===== src/rtl/wdrt_consts.svh =====
`ifndef WDRT_CONSTS_SVH
`define WDRT_CONSTS_SVH

`define WDRT_ADDR_W         12
`define WDRT_DATA_W         32
`define WDRT_CNT_W          18
`define WDRT_OFF_CTRL       12'h000
`define WDRT_OFF_STAT       12'h004
`define WDRT_OFF_CLR        12'h008
`define WDRT_OFF_EN         12'h00C

`define WDRT_BIT_CLEAR      0
`define WDRT_BIT_RSTEN      1
`define WDRT_BIT_RSTFLAG    2
`define WDRT_BIT_TOFLAG     3
`define WDRT_BIT_WAKEEN     4
`define WDRT_BIT_IRQEN      6
`define WDRT_BIT_CNTEN      7
`define WDRT_SEL_LO         8
`define WDRT_SEL_HI         10

`define WDRT_EV_W           3
`define WDRT_EV_TIMEOUT     0
`define WDRT_EV_CHIPRST     1
`define WDRT_EV_WAKE        2

`define WDRT_GRACE_TICKS    11'h400
`define WDRT_HOLD_TICKS     11'h03F
`define WDRT_TICK_W         11
`define WDRT_SEL_BASE       5'h04

`endif


===== src/rtl/wdrt_pkg.sv =====
package wdrt_pkg;

    typedef struct packed {
        logic       countEn;
        logic       irqEn;
        logic       wakeEn;
        logic       resetEn;
        logic [2:0] intervalSel;
    } wdrt_ctrl_type;

    typedef struct packed {
        logic [11:0] addr;
        logic        sel;
        logic        enable;
        logic        write;
        logic [31:0] wdata;
    } wdrt_apb_req_type;

    typedef enum {
        WDRT_RUN,
        WDRT_GRACE,
        WDRT_HOLD
    } wdrt_state_type;

endpackage


===== src/rtl/wdrt_sync.sv =====
module wdrt_sync #(
    parameter int WIDTH = 1
) (
    input  wire logic             clk_sys,
    input  wire logic             rst,
    input  wire logic [WIDTH-1:0] asyncIn,
    output logic      [WIDTH-1:0] syncOut
);

    logic [WIDTH-1:0] stage1_reg;
    logic [WIDTH-1:0] stage2_reg;

    // first stage is read by the second stage only
    always_ff @(posedge clk_sys or posedge rst) begin
        if (rst) begin
            stage1_reg <= '0;
            stage2_reg <= '0;
        end else begin
            stage1_reg <= asyncIn;
            stage2_reg <= stage1_reg;
        end
    end

    assign syncOut = stage2_reg;

endmodule


===== src/rtl/wdrt_top.sv =====
// Notes on behaviour
// - an 18-bit counter advancing once per guard clock cycle is the time base
// - count enable bit 7 lets the counter run; clear, it holds still
// - reaching the interval sets the timeout flag; interrupt with irq enable or with the timeout status bit enabled
// - each timeout opens a 1024 guard clock grace window where a clear saves the chip
// - writing one to bit 0 zeroes the counter; the bit reads back zero
// - bits 10:8 pick interval 2^4,2^6,...,2^18 guard clocks, codes 000 to 111
// - with bit 1 set, grace expiry without clear sets the reset flag and resets chip
// - the chip reset is held for 63 guard clock cycles, then released
// - the chip reset flag survives the reset it causes
// - in power down with wake enable bit 4, reaching the interval wakes the chip
//
// Our own choices: the register addresses and the APB interface to the registers.
`include "wdrt_consts.svh"

module wdrt_top (
    input  wire logic                     clk_sys,
    input  wire logic                     rst,
    input  wire logic [`WDRT_ADDR_W-1:0]  paddr,
    input  wire logic                     psel,
    input  wire logic                     penable,
    input  wire logic                     pwrite,
    input  wire logic [`WDRT_DATA_W-1:0]  pwdata,
    output logic      [`WDRT_DATA_W-1:0]  prdata,
    output logic                          pready,
    output logic                          pslverr,
    input  wire logic                     guardClock,
    input  wire logic                     powerDown,
    output logic                          irq,
    output logic                          chipReset,
    output logic                          wakeup
);

    wdrt_pkg::wdrt_apb_req_type req;
    wdrt_pkg::wdrt_ctrl_type    ctrl_reg;
    wdrt_pkg::wdrt_ctrl_type    ctrl_next;
    wdrt_pkg::wdrt_state_type   state_reg;
    wdrt_pkg::wdrt_state_type   state_next;

    logic [1:0]                syncOut;
    logic                      guardSync;
    logic                      powerDownSync;
    logic                      guardPrev_reg;
    logic                      tick;

    logic [`WDRT_CNT_W-1:0]    count_reg;
    logic [`WDRT_CNT_W-1:0]    count_next;
    logic [`WDRT_TICK_W-1:0]   phase_reg;
    logic [`WDRT_TICK_W-1:0]   phase_next;
    logic                      toFlag_reg;
    logic                      toFlag_next;
    logic                      rstFlag_reg;
    logic                      rstFlag_next;
    logic [`WDRT_EV_W-1:0]     status_reg;
    logic [`WDRT_EV_W-1:0]     status_next;
    logic [`WDRT_EV_W-1:0]     evEnable_reg;
    logic [`WDRT_EV_W-1:0]     evEnable_next;
    logic                      wake_reg;
    logic                      wake_next;
    logic [`WDRT_DATA_W-1:0]   rdata_reg;
    logic [`WDRT_DATA_W-1:0]   rdata_next;

    logic                      setupPhase;
    logic                      wrAccess;
    logic                      ctrlWrite;
    logic                      clearWrite;
    logic                      intervalHit;
    logic                      graceDone;
    logic                      holdDone;
    logic                      resetFires;
    logic [`WDRT_EV_W-1:0]     events;
    logic [`WDRT_EV_W-1:0]     stsClear;
    logic                      clrWrite;
    logic                      enWrite;

    // true on the guard tick that closes a window of the given length
    function automatic logic window_end(input logic [`WDRT_TICK_W-1:0] ph,
                                        input logic [`WDRT_TICK_W-1:0] len);
        window_end = (ph == len - `WDRT_TICK_W'(1));
    endfunction

    // one-hot mask of the selected interval minus one
    function automatic logic [`WDRT_CNT_W-1:0] interval_mask(input logic [2:0] sel);
        logic [4:0] shift;
        shift = `WDRT_SEL_BASE + {1'b0, sel, 1'b0};
        interval_mask = `WDRT_CNT_W'((19'h00001 << shift) - 19'h00001);
    endfunction

    // address decode shared by the write path and pslverr; the read path has its own case
    function automatic logic addr_mapped(input logic [`WDRT_ADDR_W-1:0] a);
        addr_mapped = (a == `WDRT_OFF_CTRL) || (a == `WDRT_OFF_STAT) ||
                      (a == `WDRT_OFF_CLR) || (a == `WDRT_OFF_EN);
    endfunction

    assign req = '{addr: paddr, sel: psel, enable: penable, write: pwrite, wdata: pwdata};

    // guard clock and power down come from outside the domain
    wdrt_sync #(
        .WIDTH(2)
    ) u_sync (
        .clk_sys(clk_sys),
        .rst    (rst),
        .asyncIn({powerDown, guardClock}),
        .syncOut(syncOut)
    );

    assign guardSync     = syncOut[0];
    assign powerDownSync = syncOut[1];
    assign tick          = guardSync & ~guardPrev_reg;

    assign setupPhase = req.sel & ~req.enable;
    assign wrAccess   = req.sel & req.enable & req.write & addr_mapped(req.addr);
    assign ctrlWrite  = wrAccess && (req.addr == `WDRT_OFF_CTRL);
    assign clearWrite = ctrlWrite & req.wdata[`WDRT_BIT_CLEAR];
    assign clrWrite   = wrAccess && (req.addr == `WDRT_OFF_CLR);
    assign enWrite    = wrAccess && (req.addr == `WDRT_OFF_EN);
    assign stsClear   = clrWrite ? req.wdata[`WDRT_EV_W-1:0] : '0;

    assign intervalHit = tick & ctrl_reg.countEn &
                         (count_reg == interval_mask(ctrl_reg.intervalSel));
    assign graceDone   = tick && (state_reg == wdrt_pkg::WDRT_GRACE) &&
                         window_end(phase_reg, `WDRT_GRACE_TICKS);
    assign holdDone    = tick && (state_reg == wdrt_pkg::WDRT_HOLD) &&
                         window_end(phase_reg, `WDRT_HOLD_TICKS);
    assign resetFires  = graceDone & ~clearWrite & ctrl_reg.resetEn;

    // counter, grace window and reset hold
    always_comb begin
        count_next = count_reg;
        phase_next = phase_reg;
        state_next = state_reg;
        if (tick && ctrl_reg.countEn) begin
            count_next = count_reg + `WDRT_CNT_W'(1);
        end
        if (tick && (state_reg != wdrt_pkg::WDRT_RUN)) begin
            phase_next = phase_reg + `WDRT_TICK_W'(1);
        end
        case (state_reg)
            wdrt_pkg::WDRT_RUN: begin
                if (intervalHit && !clearWrite) begin
                    state_next = wdrt_pkg::WDRT_GRACE;
                    phase_next = '0;
                end
            end
            wdrt_pkg::WDRT_GRACE: begin
                if (clearWrite) begin
                    state_next = wdrt_pkg::WDRT_RUN;
                end else if (resetFires) begin
                    state_next = wdrt_pkg::WDRT_HOLD;
                    phase_next = '0;
                end else if (graceDone) begin
                    state_next = wdrt_pkg::WDRT_RUN;
                end
            end
            wdrt_pkg::WDRT_HOLD: begin
                if (holdDone) begin
                    state_next = wdrt_pkg::WDRT_RUN;
                    count_next = '0;
                end
            end
            default: begin
                state_next = wdrt_pkg::WDRT_RUN;
            end
        endcase
        if (clearWrite) begin
            count_next = '0;
        end
    end

    always_ff @(posedge clk_sys or posedge rst) begin
        if (rst) begin
            count_reg     <= '0;
            phase_reg     <= '0;
            state_reg     <= wdrt_pkg::WDRT_RUN;
            guardPrev_reg <= 1'b0;
        end else begin
            count_reg     <= count_next;
            phase_reg     <= phase_next;
            state_reg     <= state_next;
            guardPrev_reg <= guardSync;
        end
    end

    assign chipReset = (state_reg == wdrt_pkg::WDRT_HOLD);

    // control register, flags, wake-up and interrupt status
    always_comb begin
        ctrl_next     = ctrl_reg;
        toFlag_next   = toFlag_reg;
        rstFlag_next  = rstFlag_reg;
        evEnable_next = evEnable_reg;
        wake_next     = 1'b0;
        events        = '0;
        if (ctrlWrite) begin
            ctrl_next.countEn     = req.wdata[`WDRT_BIT_CNTEN];
            ctrl_next.irqEn       = req.wdata[`WDRT_BIT_IRQEN];
            ctrl_next.wakeEn      = req.wdata[`WDRT_BIT_WAKEEN];
            ctrl_next.resetEn     = req.wdata[`WDRT_BIT_RSTEN];
            ctrl_next.intervalSel = req.wdata[`WDRT_SEL_HI:`WDRT_SEL_LO];
            if (req.wdata[`WDRT_BIT_TOFLAG]) begin
                toFlag_next = 1'b0;
            end
            if (req.wdata[`WDRT_BIT_RSTFLAG]) begin
                rstFlag_next = 1'b0;
            end
        end
        if (enWrite) begin
            evEnable_next = req.wdata[`WDRT_EV_W-1:0];
        end
        if (intervalHit) begin
            toFlag_next = 1'b1;
            events[`WDRT_EV_TIMEOUT] = 1'b1;
        end
        if (intervalHit && ctrl_reg.wakeEn && powerDownSync) begin
            wake_next = 1'b1;
            events[`WDRT_EV_WAKE] = 1'b1;
        end
        if (resetFires) begin
            rstFlag_next = 1'b1;
            events[`WDRT_EV_CHIPRST] = 1'b1;
        end
        if (holdDone) begin
            // the chip reset returns control to defaults but keeps the reset flag
            ctrl_next   = '0;
            toFlag_next = 1'b0;
        end
    end

    // sticky status bits; an event wins over a clear in the same cycle
    generate
        for (genvar i = 0; i < `WDRT_EV_W; i++) begin : g_status
            always_comb begin
                status_next[i] = status_reg[i];
                if (stsClear[i]) begin
                    status_next[i] = 1'b0;
                end
                if (events[i]) begin
                    status_next[i] = 1'b1;
                end
            end
        end
    endgenerate

    always_ff @(posedge clk_sys or posedge rst) begin
        if (rst) begin
            ctrl_reg     <= '0;
            toFlag_reg   <= 1'b0;
            rstFlag_reg  <= 1'b0;
            status_reg   <= '0;
            evEnable_reg <= '0;
            wake_reg     <= 1'b0;
        end else begin
            ctrl_reg     <= ctrl_next;
            toFlag_reg   <= toFlag_next;
            rstFlag_reg  <= rstFlag_next;
            status_reg   <= status_next;
            evEnable_reg <= evEnable_next;
            wake_reg     <= wake_next;
        end
    end

    assign wakeup = wake_reg;
    assign irq    = (|(status_reg & evEnable_reg)) | (toFlag_reg & ctrl_reg.irqEn);

    // read data captured in the setup phase
    always_comb begin
        rdata_next = rdata_reg;
        if (setupPhase) begin
            rdata_next = '0;
            case (req.addr)
                `WDRT_OFF_CTRL: begin
                    rdata_next[`WDRT_BIT_CNTEN]              = ctrl_reg.countEn;
                    rdata_next[`WDRT_BIT_IRQEN]              = ctrl_reg.irqEn;
                    rdata_next[`WDRT_BIT_WAKEEN]             = ctrl_reg.wakeEn;
                    rdata_next[`WDRT_BIT_RSTEN]              = ctrl_reg.resetEn;
                    rdata_next[`WDRT_BIT_TOFLAG]             = toFlag_reg;
                    rdata_next[`WDRT_BIT_RSTFLAG]            = rstFlag_reg;
                    rdata_next[`WDRT_SEL_HI:`WDRT_SEL_LO]    = ctrl_reg.intervalSel;
                end
                `WDRT_OFF_STAT: begin
                    rdata_next[`WDRT_EV_W-1:0] = status_reg;
                end
                `WDRT_OFF_EN: begin
                    rdata_next[`WDRT_EV_W-1:0] = evEnable_reg;
                end
                default: begin
                    rdata_next = '0;
                end
            endcase
        end
    end

    always_ff @(posedge clk_sys or posedge rst) begin
        if (rst) begin
            rdata_reg <= '0;
        end else begin
            rdata_reg <= rdata_next;
        end
    end

    assign prdata  = rdata_reg;
    assign pready  = 1'b1;
    assign pslverr = req.sel & req.enable & ~addr_mapped(req.addr);

endmodule


===== config.mk =====
export PLATFORM = sky130hd
export DESIGN_NAME = wdrt_top
export DESIGN_NICKNAME = d
export VERILOG_FILES = /design/src/rtl/wdrt_pkg.sv /design/src/rtl/wdrt_sync.sv /design/src/rtl/wdrt_top.sv
export VERILOG_INCLUDE_DIRS = /design/src /design/src/rtl
export SDC_FILE = /design/constraint.sdc
export NUM_CORES = 1
export LEC_CHECK = 0
export ABC_CLOCK_PERIOD_IN_PS = 3760
export BUFFER_PORTS_ARGS = -buffer_cell sky130_fd_sc_hd__buf_2
export CORE_ASPECT_RATIO = 1.25
export CORE_UTILIZATION = 54
export DETAILED_ROUTE_END_ITERATION = 16
export GPL_ROUTABILITY_DRIVEN = 0
export PLACE_DENSITY = 0.84
export SLEW_MARGIN = 0
export SYNTH_ARGS = -nofsm -noshare
export SYNTH_HDL_FRONTEND = slang
export SYNTH_SLANG_ARGS = --single-unit
export TNS_END_PERCENT = 10

===== constraint.sdc =====
create_clock -name clk_sys -period 3.76 [get_ports clk_sys]
set_clock_uncertainty 0.15 [all_clocks]
set_input_delay 0.376 -clock clk_sys [delete_from_list [all_inputs] [get_ports clk_sys]]
set_output_delay 0.376 -clock clk_sys [all_outputs]
set_load 0.005 [all_outputs]

## Yosys cells after proc, flatten, opt, wreduce, memory -nomap -nowiden

Index checks and enable logic that the tools add are counted.

- Output and inout port bits: 37
- Logic and storage cells: 124
- Register bits: 92

- $add $sub $neg: 4
- Equality and inequality tests: 13
- Shift operators: 1
- Bitwise gates (word level): 18
- Reduce and logical (&&, ||, !) cells: 31
- Muxes and demuxes: 38

Operator list:

| cell | number |
|---|---|
| $mux 32 | 5 |
| $pmux 32 s3 | 1 |
| $mux 18 | 4 |
| $eq 32x2->1 const B | 2 |
| $mux 11 | 4 |
| $eq 32x1->1 const B | 1 |
| $eq 32x3->1 const B | 1 |
| $logic_not 32->1 | 1 |
| $reduce_bool 32->1 | 1 |
| $eq 12x4->1 const B | 2 |
| $pmux 11 s2 | 1 |
| $add 18x1->18 const B | 1 |
| $eq 18x18->1 | 1 |
| $shl 1x5->18 const A | 1 |
| $sub 18x1->18 const B | 1 |
| $mux 1 | 16 |
| $mux 7 | 2 |
| $and 1x1->1 | 12 |
| $eq 12x3->1 const B | 1 |
| $logic_and 1x1->1 | 12 |
| $logic_not 12->1 | 1 |
| $reduce_bool 2->1 | 6 |
| $add 11x1->11 const B | 1 |
| $eq 11x10->1 const B | 1 |
| other kinds (18) | 26 |

## Longest topological paths before layout

- Word-level depth: 13
- Mapped depth: 13
- Gate-level depth less buffers: 11

## Hierarchy

A second synthesis with hierarchy kept.

- Cell total of the unflattened synthesis: 375
- Area total of the unflattened synthesis: 3585.9 sq um

By module, submodules not included:

| module | area each (sq um) | cells an instance | sequential area each (sq um) | times used |
|---|---|---|---|---|
| wdrt_top | 3482.1 | 370 | 1451.4 | 1 |
| wdrt_sync | 103.8 | 5 | 100.1 | 1 |

## Least setup slack after synthesis

OpenSTA, ideal clock, no wires.

- Path type: reg2reg
- From: reg ctrl_reg[1] in the netlist's numbering
- To: reg phase_reg[0]
- Path slack: 0.659 ns
- Required time: 3.474 ns
- Setup time: 0.136 ns
- Stages on the path, launching flop included: 14
- Arrival: 2.815 ns
- Path through: dfrtp_1 > buf_2 > inv_1 > ha_1 > buf_2 > nor2_1 > nand2_1 > ha_1 > xnor2_1 > xnor2_1 > a2111oi_4 > nand4_2 > o41ai_4 > nor2_1

- Cells in the longest elaborated chain, start to end: 8

RTL lines:

| item | RTL line | text |
|---|---|---|
| start: declaration | wdrt_top.sv:35 | `wdrt_pkg::wdrt_ctrl_type ctrl_reg;` |
| start signal: assignment | wdrt_top.sv:253 | `ctrl_reg <= ctrl_next;` |
| $add 3x4->5 (no line) | n/a |  |
| $shl 1x5->18 | wdrt_top.sv:86 | `` interval_mask = `WDRT_CNT_W'((19'h00001 << shift) - 19'h00001); `` |
| $sub 18x1->18 | wdrt_top.sv:86 |  |
| $eq 18x18->1 | wdrt_top.sv:120 | `(count_reg == interval_mask(ctrl_reg.intervalSel));` |
| $and 1x1->1 | wdrt_top.sv:119 | `assign intervalHit = tick & ctrl_reg.countEn &` |
| $logic_and 1x1->1 | wdrt_top.sv:140 | `if (intervalHit && !clearWrite) begin` |
| $mux 11 | wdrt_top.sv:140 |  |
| $pmux 11 s2 | wdrt_top.sv:138 | `case (state_reg)` |
| named net phase_next[0] | wdrt_top.sv:49 | `` logic [`WDRT_TICK_W-1:0] phase_next; `` |
| end signal: assignment | wdrt_top.sv:178 | `phase_reg <= phase_next;` |
| end: declaration | wdrt_top.sv:48 | `` logic [`WDRT_TICK_W-1:0] phase_reg; `` |

The timed path passes the listed nets, and every way through them passes these cells.
A chain may end at the register's enable or synchronous reset.

## Worst setup path in the final report

- From: reg ctrl_reg[1] in the netlist's numbering
- To: reg phase_reg[5]

Same word-level chain as after synthesis.

==> impl_metrics.csv <==
group,metric,value,unit
status,status,"complete, no violations",
clock_network,cts_tree,"done",
pwr,p_sw_frac,0.251,
pwr,combinationalPowerShare,0.086,
detailed_routing,dr.pass1.iters,4,
synthesis,yosys-top-cells-count,"dfrtp_1, nor2_1, nand2_1",
synthesis,synth_ff_type,"dfrtp_1",
sta,max-slew-margin-rel,0.456,
synthesis,synth-async-reset-ratio,1.00,
floorplan,row_count,32,
pwr,p_int,1.09,mW
worst_setup_path,crit_required,3.82,ns
detailed_routing,drtIter0Drc,173,
grt,grt_max_degree,41,
synthesis,synth-seq-cells,62,
worst_setup_path,cp-startpoint,"ctrl_reg[1]$_DFFE_PP0P_",
cells_and_area,final_nets,471,
grt,grt_pass1_wl,12.2,mm
grt,first_global_vias,2697,
floorplan,start_util,0.570,
clock_network,numCtsBuffers,9,
worst_setup_path,criticalPathCategory,"reg2reg",
grt,gr-total-overflow,0,
sta,max_freq,0.302,GHz
cells_and_area,area_delta_synth_final,11.7,%
floorplan,ios,88,
sta,tightest_slew,0.815,ns
pwr,ir_drop,0.317,mV
pwr,p_seq_frac,0.506,
pwr,p_switching,366,uW
worst_setup_path,r2r_cells,10,
worst_setup_path,r2r_setup_slack,0.45,ns
grt,antenna_found_initial,0,
worst_setup_path,path_max_fanout,12,
clock_network,clkSinkCount,62,
placed_design,hpwlAfterDp,5.41,mm
synthesis,ys_types,53,
pwr,leakagePower,1.89,nW
sta,post-route-min-period,3.31,ns
clock_network,root_buffer,"clkbuf_8",
synthesis,synth_area,3580,um2
worst_setup_path,r2r_start,"ctrl_reg[1]$_DFFE_PP0P_",
synthesis,synth-edff-count,0,
cells_and_area,n_antenna_cell,0,
pwr,powerDensity,365,nW/um2
floorplan,die_y,93.1,um
sta,setup_viol,0,
synthesis,ys_seq_area_frac,0.433,
worst_hold_path,holdCritPathClass,"in2async",
synthesis,synth_top_area_frac,0.433,
flow_run,maxCapViolCount,0,
sta,maxSlewViolCount,0,
sta,rsz0062_at_grt,"no",
clock_network,clk_pin_slew,0.07,ns
placed_design,numPortBuffers,42,
detailed_routing,vias_per_cell,5.43,
clock_network,cts_resized,0,
synthesis,synthCells,364,
placed_design,place_area,3780,um2
floorplan,core-area,6290,um2
floorplan,die_w,74.9,um
sta,hold_ws,0.0423,ns
synthesis,synth_most_common_cell,"dfrtp_1",
cells_and_area,fin_area,4000,um2
clock_network,h-tree-depth,3,
synthesis,syn_avg_cell_area,9.84,um2
detailed_routing,wl_per_cell,14.8,um
worst_setup_path,crit_end,"phase_reg[5]$_DFF_PP0_",
cells_and_area,drive_above_1_share,0.193,
sta,timing.final.hold_violations,0,
detailed_routing,drc,0,
clock_network,clk_path_buf_depth,2,
detailed_routing,drt-total-wl,7.42,mm
floorplan,dieArea,6970,um2
worst_setup_path,startpoint_type,"register",
detailed_routing,dr_total_vias,2716,
worst_setup_path,reg2reg_to,"phase_reg[5]$_DFF_PP0_",
cells_and_area,largest_register_ffs,18,
synthesis,yosys_warnings,0,
cells_and_area,fin_util,0.637,
grt,grtUsageTotal,0.233,
synthesis,yosys.area.top_type,"dfrtp_1",
sta,period_share,0.881,
synthesis,synthTopCellsByArea,"dfrtp_1, nor2_1, xor2_1, buf_4, xnor2_1",
detailed_routing,postRouteAntennaNets,0,
worst_setup_path,crit_arrival,3.37,ns
sta,final.setup.tns,0,ns
pwr,pwr-share-clk,0.408,
worst_setup_path,setup.worst_path.end_class,"register",
clock_network,clk-insertion-delay-late,0.35,ns
## routing by layer
| metal | vias up | GRT usage | wire (um) |
|---|---|---|---|
| li1 | 1299 | - | - |
| met1 | 1335 | 0.299 | 3160 |
| met2 | 69 | 0.372 | 3860 |
| met3 | 13 | 0.0593 | 286 |
| met4 | 0 | 0.0881 | 113 |
| met5 | - | 0 | 0 |
## metrics by stage
stage / std cells / worst slack (ns) / power [mW]
after floorplan: 385 / 0.659 / 0.849
after global placement: 482 / 0.599 / 0.868
after detailed placement: 482 / 0.491 / 0.874
after CTS: 500 / 0.473 / 1.47
after global routing: 500 / 0.228 / 1.52
final: 500 / 0.449 / 1.46
## critical path, stage by stage (launching register included)
cell and delay, ns:
dfrtp_1 0.38, inv_1 0.16, ha_1 0.41, nand3b_1 0.25
ha_1 0.27, xnor2_1 0.23, xnor2_1 0.14, a2111oi_4 0.34
nand4_2 0.25, o41ai_4 0.48, nor2_1 0.10
## how the worst min path moves through the flow
| stage | to | cells after the start | slack, ns |
|---|---|---|---|
| 4_1_cts | ctrl_reg[5]$_DFFE_PP0P_ | 2 | 0.07 |
| 5_1_grt | phase_reg[3]$_DFF_PP0_ | 2 | 0.12 |
| 6_report | u_sync.syncOut[0]$_DFF_PP0_ | 2 | 0.04 |
| 2_1_floorplan | u_sync.syncOut[0]$_DFF_PP0_ | 0 | 0.18 |
| 3_3_place_gp | u_sync.syncOut[0]$_DFF_PP0_ | 0 | 0.19 |
| 3_5_place_dp | u_sync.syncOut[0]$_DFF_PP0_ | 0 | 0.19 |
## cell type report
type,instances,area (um2)
Multi-Input combinational cell,284,1860
Fill cell,521,2280
Sequential cell,62,1550
Clock buffer,12,155
Tap cell,85,106
Clock inverter,4,45.0
Inverter,5,18.8
Timing Repair Buffer,48,260
## repair_timing
action,CTS,global route
buffers inserted,0,0
hold endpoints to repair,2,0
hold buffers,2,0
## power groups by stage
stage	Combinational [mW]	Clock, mW	Sequential, mW
after floorplan	0.107	0	0.742
after global placement	0.120	0	0.748
after detailed placement	0.124	0	0.750
after CTS	0.127	0.603	0.738
after global routing	0.147	0.633	0.742
final	0.125	0.595	0.739
## cells in the final DEF, fill, tap and decap left out, types with 2 or more instances in the layout
cell	n
and3_1	7
or2_2	2
clkinv_2	3
dlygate4sd3_1	2
xnor2_1	19
or4_1	2
conb_1	23
a21oi_1	5
nor3_1	7
nor2_1	58
ha_1	10
o31ai_1	3
a22oi_1	2
dfrtp_1	62
inv_1	4
a22o_1	7
nand3_1	16
nand2b_1	3
nand3b_1	4
nor4_2	4
nand2_1	36
a31oi_1	2
nand4_1	9
buf_2	42
a2111oi_4	2
mux2i_1	13
and4_1	3
buf_4	4
xor2_1	21
clkbuf_8	11
mux2_2	3
## kinds of logic after synthesis
kind of cell,after synthesis,share of synthesized area
buffers and inverters,39,0.0688
AOI/OAI and AO/OA,31,0.0855
xor gates and xnor gates,40,0.0978
other,2,0.00210
muxes,16,0.0457
DFF,62,0.433
and+or+nand+nor,164,0.232
adders and majority gates,10,0.0349
Power figures use the tool's default switching activity.
